==> src/design/mmc_pkg.sv <==
// Constants for the miscellaneous control and status register bank:
// register indices, bit positions, reset values and bus widths.
// Assumes an APB master with 32-bit data; every register is one word.
//
// Behaviour
// - Gap segment one, bits 6:0, reset 0C.
// - Gap segment two, bits 6:0, reset 12.
// - Bits 7, 5, 4 drive ROM clock/data/select.
// - Bit 6 reads live ROM serial output.
// - Bit 3 drives MDIO when direction zero.
// - Bit 2 reads the MDIO pin level.
// - Bit 1 set releases MDIO as input.
// - Bit 0 drives the MDC clock pin.
// - Status bit 3: fast transmit in reset.
// - Status bit 2: slow logic in reset.
// - Status bit 1: whole PHY reset busy.
// - Status bit 0: autonegotiation done flag.
// - Input bits 6:4 return general inputs.
// - Input bits 2:0 give internal PHY status.
// - Control bit 6 forces PHY power-down.
// - Bit 5 picks media when bit 4 set.
// - Automatic media: external only if both down.
// - Output pin is inverse of bit 0.
// - Printer data drives only when enabled.
// - Offset 17 reads inputs, writes control.
// - Printer enable-low bit 5 resets to one.

package mmc_pkg;

	// Bus and register widths.
	localparam int ADDR_W = 8;
	localparam int DATA_W = 32;
	localparam int REG_W  = 8;
	localparam int IDX_W  = 6;

	// Register indices as printed; byte address is four times the index.
	localparam logic [IDX_W-1:0] IDX_GAP_ONE   = 6'h12;
	localparam logic [IDX_W-1:0] IDX_GAP_TWO   = 6'h13;
	localparam logic [IDX_W-1:0] IDX_MGMT      = 6'h14;
	localparam logic [IDX_W-1:0] IDX_TEST      = 6'h15;
	localparam logic [IDX_W-1:0] IDX_GEN_IO    = 6'h17;
	localparam logic [IDX_W-1:0] IDX_PRN_DATA  = 6'h18;
	localparam logic [IDX_W-1:0] IDX_PRN_CMD   = 6'h1A;

	// Management register bit positions.
	localparam int MG_ROM_CLOCK  = 7;
	localparam int MG_ROM_SOUT   = 6;
	localparam int MG_ROM_SIN    = 5;
	localparam int MG_ROM_SELECT = 4;
	localparam int MG_OUT        = 3;
	localparam int MG_IN         = 2;
	localparam int MG_DIRECTION  = 1;
	localparam int MG_CLOCK      = 0;

	// Test control write fields.
	localparam int TC_COLLISION = 4;
	localparam int TC_PIN_EN    = 3;
	localparam int TC_SEL_HI    = 2;

	// Phy reset status read bits.
	localparam int PS_FAST_TX  = 3;
	localparam int PS_SLOW     = 2;
	localparam int PS_BUSY     = 1;
	localparam int PS_AUTONEG  = 0;

	// General input read bits.
	localparam int GI_IN_HI    = 6;
	localparam int GI_IN_LO    = 4;
	localparam int GI_SPEED    = 2;
	localparam int GI_DUPLEX   = 1;
	localparam int GI_LINK     = 0;

	// Output and media control bits.
	localparam int OC_POWER_DOWN = 6;
	localparam int OC_MANUAL     = 5;
	localparam int OC_PRIORITY   = 4;
	localparam int OC_GEN_OUT    = 0;

	// Printer command bit for the active-low data output enable.
	localparam int PC_OE_N = 5;

	// Writable masks; reserved bits store nothing and read as zero.
	localparam logic [REG_W-1:0] MASK_GAP  = 8'h7F;
	localparam logic [REG_W-1:0] MASK_MGMT = 8'hBB;
	localparam logic [REG_W-1:0] MASK_TEST = 8'h1F;
	localparam logic [REG_W-1:0] MASK_OC   = 8'h71;
	localparam logic [REG_W-1:0] MASK_PCMD = 8'h3F;

	// Reset values.
	localparam logic [REG_W-1:0] RST_GAP_ONE  = 8'h0C;
	localparam logic [REG_W-1:0] RST_GAP_TWO  = 8'h12;
	localparam logic [REG_W-1:0] RST_MGMT     = 8'h02;
	localparam logic [REG_W-1:0] RST_ZERO     = 8'h00;
	localparam logic [REG_W-1:0] RST_PCMD     = 8'h20;

endpackage

==> src/design/mmc_field_reg.sv <==
// One storage register of the bank with its own reset value and mask.
// Assumes the caller qualifies the write strobe with the bus handshake.

`timescale 1ns/1ps

module mmc_field_reg #(
	parameter int                 WIDTH    = 8,
	parameter logic [WIDTH-1:0]   RESET    = '0,
	parameter logic [WIDTH-1:0]   MASK     = '1
) (
	// Clock and reset.
	input  wire logic             i_clock,
	input  wire logic             i_rst_b,
	// Write side.
	input  wire logic             i_write,
	input  wire logic [WIDTH-1:0] i_data,
	// Stored value.
	output logic      [WIDTH-1:0] o_value
);

	// Masked bits never change, so reserved bits stay at their reset zero.
	always_ff @(posedge i_clock or negedge i_rst_b) begin
		if (!i_rst_b) begin
			o_value <= RESET & MASK;
		end else if (i_write) begin
			o_value <= i_data & MASK;
		end
	end

endmodule

==> src/design/mmc_misc_regs.sv <==
// Miscellaneous control and status register bank behind an APB slave:
// gap segments, bit-banged ROM and management pins, PHY status, media
// selection, a general output and the printer data port.
// Assumes all pin inputs are synchronous to i_clock and an APB master.

`timescale 1ns/1ps

module mmc_misc_regs (
	// Clock and reset.
	input  wire logic                          i_clock,
	input  wire logic                          i_rst_b,
	// APB slave.
	input  wire logic                          i_psel,
	input  wire logic                          i_penable,
	input  wire logic                          i_pwrite,
	input  wire logic [mmc_pkg::ADDR_W-1:0]    i_paddr,
	input  wire logic [mmc_pkg::DATA_W-1:0]    i_pwdata,
	output logic      [mmc_pkg::DATA_W-1:0]    o_prdata,
	output logic                               o_pready,
	output logic                               o_pslverr,
	// Serial ROM pins.
	output logic                               o_rom_clock,
	output logic                               o_rom_select,
	output logic                               o_rom_serial_in,
	input  wire logic                          i_rom_serial_out,
	// Management pins.
	output logic                               o_mgmt_clock,
	input  wire logic                          i_mdio,
	output logic                               o_mdio,
	output logic                               o_mdio_oe,
	// Internal PHY status.
	input  wire logic                          i_fast_tx_in_reset,
	input  wire logic                          i_slow_logic_in_reset,
	input  wire logic                          i_phy_reset_busy,
	input  wire logic                          i_autoneg_done,
	input  wire logic                          i_int_phy_speed,
	input  wire logic                          i_int_phy_duplex,
	input  wire logic                          i_int_phy_link,
	// General-purpose inputs and output.
	input  wire logic                          i_gen_input_two,
	input  wire logic                          i_gen_input_one,
	input  wire logic                          i_gen_input_zero,
	output logic                               o_gen_output_inv,
	// PHY and media control.
	output logic                               o_phy_power_down,
	output logic                               o_media_external,
	// Test controls.
	output logic                               o_collision_test,
	output logic                               o_test_pin_enable,
	output logic      [mmc_pkg::TC_SEL_HI:0]   o_test_pin_select,
	// Printer data port.
	input  wire logic [mmc_pkg::REG_W-1:0]     i_printer_data_bits,
	output logic      [mmc_pkg::REG_W-1:0]     o_printer_data_bits,
	output logic                               o_printer_data_oe
);

	import mmc_pkg::*;

	// Word index of the access and whether it is word aligned.
	logic [IDX_W-1:0]  acc_index;
	logic              acc_aligned;
	// Address decode hits.
	logic              hit_gap_one;
	logic              hit_gap_two;
	logic              hit_mgmt;
	logic              hit_test;
	logic              hit_gen_io;
	logic              hit_prn_data;
	logic              hit_prn_cmd;
	logic              acc_mapped;
	// Write strobe, true on the completing edge of a mapped write.
	logic              wr_fire;
	// Low byte of the write data.
	logic [REG_W-1:0]  wr_byte;
	// Stored register values.
	logic [REG_W-1:0]  gap_segment_one;
	logic [REG_W-1:0]  gap_segment_two;
	logic [REG_W-1:0]  serial_mgmt_pins;
	logic [REG_W-1:0]  test_control;
	logic [REG_W-1:0]  output_media_control;
	logic [REG_W-1:0]  printer_data_port;
	logic [REG_W-1:0]  printer_command;
	// Read views assembled from live inputs.
	logic [REG_W-1:0]  phy_reset_status;
	logic [REG_W-1:0]  general_inputs;
	logic [REG_W-1:0]  mgmt_read;
	// Next values for registered outputs.
	logic [DATA_W-1:0] next_prdata;
	logic              next_media_external;

	// Decode: the printed offsets are word indices, so the byte address
	// is the index shifted up by two and the low two bits must be zero.
	assign acc_index    = i_paddr[ADDR_W-1:2];
	assign acc_aligned  = (i_paddr[1:0] == 2'h0);
	assign hit_gap_one  = acc_aligned && (acc_index == IDX_GAP_ONE);
	assign hit_gap_two  = acc_aligned && (acc_index == IDX_GAP_TWO);
	assign hit_mgmt     = acc_aligned && (acc_index == IDX_MGMT);
	assign hit_test     = acc_aligned && (acc_index == IDX_TEST);
	assign hit_gen_io   = acc_aligned && (acc_index == IDX_GEN_IO);
	assign hit_prn_data = acc_aligned && (acc_index == IDX_PRN_DATA);
	assign hit_prn_cmd  = acc_aligned && (acc_index == IDX_PRN_CMD);
	assign acc_mapped   = hit_gap_one | hit_gap_two | hit_mgmt | hit_test |
	                      hit_gen_io | hit_prn_data | hit_prn_cmd;

	// A write lands only on the edge where the master sees pready high.
	// Unmapped writes are dropped and answered with an error.
	assign wr_fire = i_psel && i_penable && i_pwrite && o_pready &&
	                 acc_mapped;
	assign wr_byte = i_pwdata[REG_W-1:0];

	// APB answer: one wait state, so pready rises in the second access
	// cycle. This gives read data a full cycle to settle in a flop.
	always_ff @(posedge i_clock or negedge i_rst_b) begin
		if (!i_rst_b) begin
			o_pready <= 1'b0;
		end else begin
			o_pready <= i_psel && i_penable && !o_pready;
		end
	end

	// Error flag for unaligned or unmapped addresses, valid with pready.
	always_ff @(posedge i_clock or negedge i_rst_b) begin
		if (!i_rst_b) begin
			o_pslverr <= 1'b0;
		end else begin
			o_pslverr <= i_psel && i_penable && !o_pready && !acc_mapped;
		end
	end

	// Gap segment one storage.
	mmc_field_reg #(
		.WIDTH (REG_W),
		.RESET (RST_GAP_ONE),
		.MASK  (MASK_GAP)
	) u_gap_one (
		.i_clock (i_clock),
		.i_rst_b (i_rst_b),
		.i_write (wr_fire && hit_gap_one),
		.i_data  (wr_byte),
		.o_value (gap_segment_one)
	);

	// Gap segment two storage.
	mmc_field_reg #(
		.WIDTH (REG_W),
		.RESET (RST_GAP_TWO),
		.MASK  (MASK_GAP)
	) u_gap_two (
		.i_clock (i_clock),
		.i_rst_b (i_rst_b),
		.i_write (wr_fire && hit_gap_two),
		.i_data  (wr_byte),
		.o_value (gap_segment_two)
	);

	// Management pin storage; the mask drops writes to the two
	// read-only bits so they never hold a stale value.
	mmc_field_reg #(
		.WIDTH (REG_W),
		.RESET (RST_MGMT),
		.MASK  (MASK_MGMT)
	) u_mgmt (
		.i_clock (i_clock),
		.i_rst_b (i_rst_b),
		.i_write (wr_fire && hit_mgmt),
		.i_data  (wr_byte),
		.o_value (serial_mgmt_pins)
	);

	// Test control storage, written at the shared status offset.
	mmc_field_reg #(
		.WIDTH (REG_W),
		.RESET (RST_ZERO),
		.MASK  (MASK_TEST)
	) u_test (
		.i_clock (i_clock),
		.i_rst_b (i_rst_b),
		.i_write (wr_fire && hit_test),
		.i_data  (wr_byte),
		.o_value (test_control)
	);

	// Output and media control, written where general inputs are read.
	mmc_field_reg #(
		.WIDTH (REG_W),
		.RESET (RST_ZERO),
		.MASK  (MASK_OC)
	) u_out_ctrl (
		.i_clock (i_clock),
		.i_rst_b (i_rst_b),
		.i_write (wr_fire && hit_gen_io),
		.i_data  (wr_byte),
		.o_value (output_media_control)
	);

	// Printer data output latch.
	mmc_field_reg #(
		.WIDTH (REG_W),
		.RESET (RST_ZERO),
		.MASK  (8'hFF)
	) u_prn_data (
		.i_clock (i_clock),
		.i_rst_b (i_rst_b),
		.i_write (wr_fire && hit_prn_data),
		.i_data  (wr_byte),
		.o_value (printer_data_port)
	);

	// Printer command; the output enable resets high, so the port
	// comes up as an input and cannot fight a driving printer.
	mmc_field_reg #(
		.WIDTH (REG_W),
		.RESET (RST_PCMD),
		.MASK  (MASK_PCMD)
	) u_prn_cmd (
		.i_clock (i_clock),
		.i_rst_b (i_rst_b),
		.i_write (wr_fire && hit_prn_cmd),
		.i_data  (wr_byte),
		.o_value (printer_command)
	);

	// PHY reset status view: all four bits are live indications.
	always_comb begin
		phy_reset_status             = '0;
		phy_reset_status[PS_FAST_TX] = i_fast_tx_in_reset;
		phy_reset_status[PS_SLOW]    = i_slow_logic_in_reset;
		phy_reset_status[PS_BUSY]    = i_phy_reset_busy;
		// The PHY drops its done level on restart; it is passed through.
		phy_reset_status[PS_AUTONEG] = i_autoneg_done;
	end

	// General input view: external PHY hints above, internal below.
	always_comb begin
		general_inputs                      = '0;
		general_inputs[GI_IN_HI:GI_IN_LO]   = {i_gen_input_two,
		                                       i_gen_input_one,
		                                       i_gen_input_zero};
		general_inputs[GI_SPEED]            = i_int_phy_speed;
		general_inputs[GI_DUPLEX]           = i_int_phy_duplex;
		general_inputs[GI_LINK]             = i_int_phy_link;
	end

	// Management view: stored bits plus live pin levels.
	always_comb begin
		mgmt_read               = serial_mgmt_pins;
		mgmt_read[MG_ROM_SOUT]  = i_rom_serial_out;
		mgmt_read[MG_IN]        = i_mdio;
	end

	// Read data mux; unmapped reads return zero along with the error.
	always_comb begin
		next_prdata = '0;
		if (hit_gap_one) begin
			next_prdata[REG_W-1:0] = gap_segment_one;
		end else if (hit_gap_two) begin
			next_prdata[REG_W-1:0] = gap_segment_two;
		end else if (hit_mgmt) begin
			next_prdata[REG_W-1:0] = mgmt_read;
		end else if (hit_test) begin
			// Test controls are write only; reads show status.
			next_prdata[REG_W-1:0] = phy_reset_status;
		end else if (hit_gen_io) begin
			next_prdata[REG_W-1:0] = general_inputs;
		end else if (hit_prn_data) begin
			// The pins are read back, whichever way they are driven.
			next_prdata[REG_W-1:0] = i_printer_data_bits;
		end else if (hit_prn_cmd) begin
			next_prdata[REG_W-1:0] = printer_command;
		end
	end

	// Read data are caught in the cycle that raises pready and hold
	// until the next read; pins are sampled one cycle before the end.
	always_ff @(posedge i_clock or negedge i_rst_b) begin
		if (!i_rst_b) begin
			o_prdata <= '0;
		end else if (i_psel && i_penable && !o_pready && !i_pwrite) begin
			o_prdata <= next_prdata;
		end
	end

	// Serial ROM pins follow the stored bits one cycle after a write.
	always_ff @(posedge i_clock or negedge i_rst_b) begin
		if (!i_rst_b) begin
			o_rom_clock     <= 1'b0;
			o_rom_select    <= 1'b0;
			o_rom_serial_in <= 1'b0;
		end else begin
			o_rom_clock     <= serial_mgmt_pins[MG_ROM_CLOCK];
			o_rom_select    <= serial_mgmt_pins[MG_ROM_SELECT];
			o_rom_serial_in <= serial_mgmt_pins[MG_ROM_SIN];
		end
	end

	// Management clock and data. Software owns all timing, so the extra
	// cycle of pin latency is far below any bit-bang period.
	always_ff @(posedge i_clock or negedge i_rst_b) begin
		if (!i_rst_b) begin
			o_mgmt_clock <= 1'b0;
			o_mdio       <= 1'b0;
			o_mdio_oe    <= 1'b0;
		end else begin
			o_mgmt_clock <= serial_mgmt_pins[MG_CLOCK];
			o_mdio       <= serial_mgmt_pins[MG_OUT];
			// Direction set releases the pin so the PHY may drive it.
			o_mdio_oe    <= !serial_mgmt_pins[MG_DIRECTION];
		end
	end

	// Test outputs; left at zero unless software disobeys the advice.
	always_ff @(posedge i_clock or negedge i_rst_b) begin
		if (!i_rst_b) begin
			o_collision_test  <= 1'b0;
			o_test_pin_enable <= 1'b0;
			o_test_pin_select <= '0;
		end else begin
			o_collision_test  <= test_control[TC_COLLISION];
			o_test_pin_enable <= test_control[TC_PIN_EN];
			o_test_pin_select <= test_control[TC_SEL_HI:0];
		end
	end

	// Media choice: manual when priority bit is set, else external only
	// when neither the internal link nor the external link hint is up.
	always_comb begin
		if (output_media_control[OC_PRIORITY]) begin
			next_media_external = output_media_control[OC_MANUAL];
		end else begin
			next_media_external = !i_int_phy_link &&
			                      !i_gen_input_zero;
		end
	end

	// PHY power, media and general output pins.
	always_ff @(posedge i_clock or negedge i_rst_b) begin
		if (!i_rst_b) begin
			o_phy_power_down <= 1'b0;
			o_media_external <= 1'b0;
			// Stored bit resets to zero, so the inverted pin starts high.
			o_gen_output_inv <= 1'b1;
		end else begin
			o_phy_power_down <= output_media_control[OC_POWER_DOWN];
			o_media_external <= next_media_external;
			o_gen_output_inv <= !output_media_control[OC_GEN_OUT];
		end
	end

	// Printer data port: drives only after the active-low enable clears.
	always_ff @(posedge i_clock or negedge i_rst_b) begin
		if (!i_rst_b) begin
			o_printer_data_bits <= '0;
			o_printer_data_oe   <= 1'b0;
		end else begin
			o_printer_data_bits <= printer_data_port;
			o_printer_data_oe   <= !printer_command[PC_OE_N];
		end
	end

endmodule

==> config.mk <==
export PLATFORM = sky130hd
export DESIGN_NAME = mmc_misc_regs
export DESIGN_NICKNAME = d
export VERILOG_FILES = /design/src/design/mmc_pkg.sv /design/src/design/mmc_field_reg.sv /design/src/design/mmc_misc_regs.sv
export SDC_FILE = /design/constraint.sdc
export NUM_CORES = 1
export LEC_CHECK = 0
export ABC_CLOCK_PERIOD_IN_PS = 2370
export BUFFER_PORTS_ARGS = -buffer_cell sky130_fd_sc_hd__buf_4
export CORE_MARGIN = 4
export CORE_UTILIZATION = 53
export DETAILED_ROUTE_END_ITERATION = 12
export PLACE_DENSITY = 0.93
export RECOVER_POWER = 100
export SYNTH_ARGS = -nofsm -noshare
export SYNTH_HDL_FRONTEND = slang
export SYNTH_SLANG_ARGS = --single-unit
==> constraint.sdc <==
create_clock -name i_clock -period 2.37 [get_ports i_clock]
set_input_delay 0.237 -clock i_clock [delete_from_list [all_inputs] [get_ports i_clock]]
set_output_delay 0.237 -clock i_clock [all_outputs]
set_load 0.03 [all_outputs]
==> flow_metrics.py <==
metrics = {
    "run_status": {
        "status": "finished, violations left",
        "violations": "max-capacitance violations, max-slew violations",
    },
    "clocking": {
        "cts-root-buf": "clkbuf_8",
        "clk_pin_slew_ps": 80,
        "clk_latency_ps": 360,
        "postCtsSetupRepairBufs": 0,
        "hold_buffers": 0,
        "cts.path.max_buffers": 2,
        "cts_sinks": 76,
        "htree_levels": 3,
        "post_cts_resized": 0,
        "cts_tree": "yes",
        "numCtsBuffers": 9,
    },
    "die": {
        "top_level_ports": 122,
        "rows": 29,
        "dieWidth_um": 88.4,
        "die_h_um": 88.4,
        "initial_core_util_pct": 54.3,
        "die_area_sq_mm": 0.00781,
        "design.core.area_sq_mm": 0.00631,
    },
    "yosys": {
        "syn_inst": 274,
        "async_flop_share_pct": 100,
        "synth_top_area_cell": "dfrtp_1",
        "ys_warn_count": 0,
        "ys_ff_latch": 76,
        "yosysSeqAreaShare_pct": 55.8,
        "synth_edf_count": 0,
        "yosysTopAreaCellShare_pct": 50.4,
        "synthFlopType": "dfrtp_1",
        "yosys-top-cells-area": "dfrtp_1, mux2_2, buf_4",
        "netlist_area_sq_mm": 0.00343,
        "syn_area_per_cell_sq_um": 12.5,
        "synth_cell_type_count": 45,
    },
    "critical_path": {
        "end_kind": "flip-flop",
        "required_ps": 2610,
        "cp-start-kind": "flip-flop",
        "crit_type": "flip-flop to flip-flop",
        "crit_arrival_ps": 2240,
        "cp_max_fo": 6,
    },
    "detailed_routing": {
        "avgViaCountPerCell": 5.65,
        "wl_per_cell_um": 17.9,
        "ant_nets": 0,
        "routed_wl_mm": 7.83,
        "num_vias": 2471,
        "firstDrtPassIters": 4,
        "drtIter0Drc": 275,
        "drc": 0,
    },
    "placement": {
        "io_buffers": 73,
        "place_hpwl_mm": 5.69,
        "place_congestion": 0.880,
        "post-place-ws_ps": 278,
    },
    "global_route": {
        "grt_pass1_vias": 2481,
        "track_usage_pct": 21.7,
        "grt_max_degree": 77,
        "grt_pass1_wl_mm": 12.4,
        "antenna_found_initial": 0,
        "gr-total-overflow": 0,
    },
    "power_and_ir_drop": {
        "total_power_mw": 2.48,
        "p_int_mw": 1.83,
        "peakVddDrop_uv": 392,
        "p_per_area_mw_per_mm2": 619,
        "leakagePower_nw": 1.91,
        "combPwrFrac_pct": 11.2,
        "power_switching_mw": 0.647,
        "clockPowerShare_pct": 35.3,
        "seqPwrFrac_pct": 53.5,
        "swShare_pct": 26.1,
    },
    "flow_run": {
        "maxCapViolations": 1,
    },
    "timing": {
        "tightest_slew_ps": 1780,
        "slew_violations": 77,
        "fin_setup_tns_ps": 0,
        "slew_headroom_pct": -18.5,
        "finalSetupViolations": 0,
        "fin_skew_ps": 11.4,
        "hold_viol": 0,
        "post-route-min-period_ps": 2010,
        "grt_setup_unrepaired": "no",
        "fin_ws_ps": 364,
        "min_period_over_period_pct": 84.6,
        "fmax_ghz": 0.499,
    },
    "worst_hold_path": {
        "hp-class": "primary input to flip-flop",
    },
    "cells_and_area": {
        "num-fill-cells": 521,
        "finalNetCount": 420,
        "final_layout_size_suffix_gt1_share_pct": 31.4,
        "area_growth_pct": 16.8,
        "n_antenna_cell": 0,
    },
}
-- path summary, 6_finish.rpt --
| check | slack, ps | from | end | cells past startpoint |
|---|---|---|---|---|
| setup / recovery | 360 | o_pready | u_prn_cmd.o_value[0] | 6 |
| setup reg to reg | 360 | o_pready | u_prn_cmd.o_value[0] | 6 |
| hold reg to reg | 370 | u_prn_data.o_value[6] | o_printer_data_bits[6] | 0 |
| min in group asynchronous | 360 | i_rst_b | u_test.o_value[3] | 1 |
| hold / removal | 70 | i_gen_input_zero | o_media_external | 2 |
| max in group asynchronous | 960 | i_rst_b | u_prn_cmd.o_value[0] | 1 |
-- cells by family after synthesis --
kind of cell    synth area share [%]
compound gates                  8.91
simple gates                    11.3
other cells                    0.109
flops                           55.8
buf+inv                         7.41
mux                             16.5
-- critical path, cell delays in order, from the launching register on --
cell and delay, ps:
dfrtp_1 420, nand2_1 70, nor2_1 310, inv_1 150, nor3_1 310, clkbuf_1 270, mux2_2 360
-- per-layer routing --
layer  vias up  routed length, um  GRT usage [%]  part of all wire, %
met5         -                  0              0                    0
met4         0                148           8.79                  1.9
met3        15                798           8.29                   10
met2       123               3830           34.3                   49
met1      1235               3050           26.9                   39
li1       1098                  -              -                    -
-- flip-flops by register name (all words and copies together) (netlist names), 3 cells and up --
| name | count |
|---|---|
| o_prdata | 8 |
| o_printer_data_bits | 8 |
| u_prn_data.o_value | 8 |
| u_gap_one.o_value | 7 |
| u_gap_two.o_value | 7 |
| u_mgmt.o_value | 6 |
| u_prn_cmd.o_value | 6 |
| u_test.o_value | 5 |
| u_out_ctrl.o_value | 4 |
| o_test_pin_select | 3 |
-- power groups by stage --
stage	sequential, mW	clock [mW]	combinational [mW]
finish	1.32	0.876	0.277
global route	1.32	0.965	0.301
CTS	1.32	0.898	0.293
detailed placement	1.35	0	0.293
global placement	1.35	0	0.285
floorplan	1.38	0	0.154
-- stage by stage --
stage	hold slack [ps]	utilization, %	cell area (sq um)	cells
6_report	66.1	63.4	4000	437
5_1_grt	52.8	63.4	4000	437
4_1_cts	41.3	65.9	4160	437
3_5_place_dp	357	63.1	3990	421
3_3_place_gp	355	63.1	3990	421
2_1_floorplan	-58.6	-	3510	297
-- cells in the mapped netlist (5+ instances only) --
cell type	count
nand2_1	14
buf_4	25
a31oi_1	6
a21oi_1	8
dfstp_2	7
mux2_2	44
nand3_1	7
inv_1	5
nor2_1	12
mux2i_1	7
o21ai_0	9
dfrtp_1	69
clkbuf_1	6
-- cell usage in the layout, fill, tap and decap left out, types with 3 or more instances in the layout --
master and count:
nor2_1 12, nor4_4 3, inv_1 5, mux2_2 44
a31oi_1 6, nand2b_1 3, dfstp_2 5, conb_1 24
a22oi_1 3, dfrtp_1 69, mux2i_1 7, nor3_1 5
clkbuf_1 40, buf_4 43, nand2_1 14, o31ai_1 4
o21ai_0 9, nand3_1 7, clkbuf_8 11, a21oi_1 8
-- area by class of cell --
cell class	instances	area (sq um)	area share (%)
Tap cell	77	96.3	2.41
Multi-Input combinational cell	181	1330	33.3
Sequential cell	76	1910	47.7
Clock inverter	2	10.0	0.250
Timing Repair Buffer	81	467	11.7
Inverter	6	22.5	0.563
Clock buffer	14	163	4.06
No activity file was read; power rests on OpenSTA's default activity.
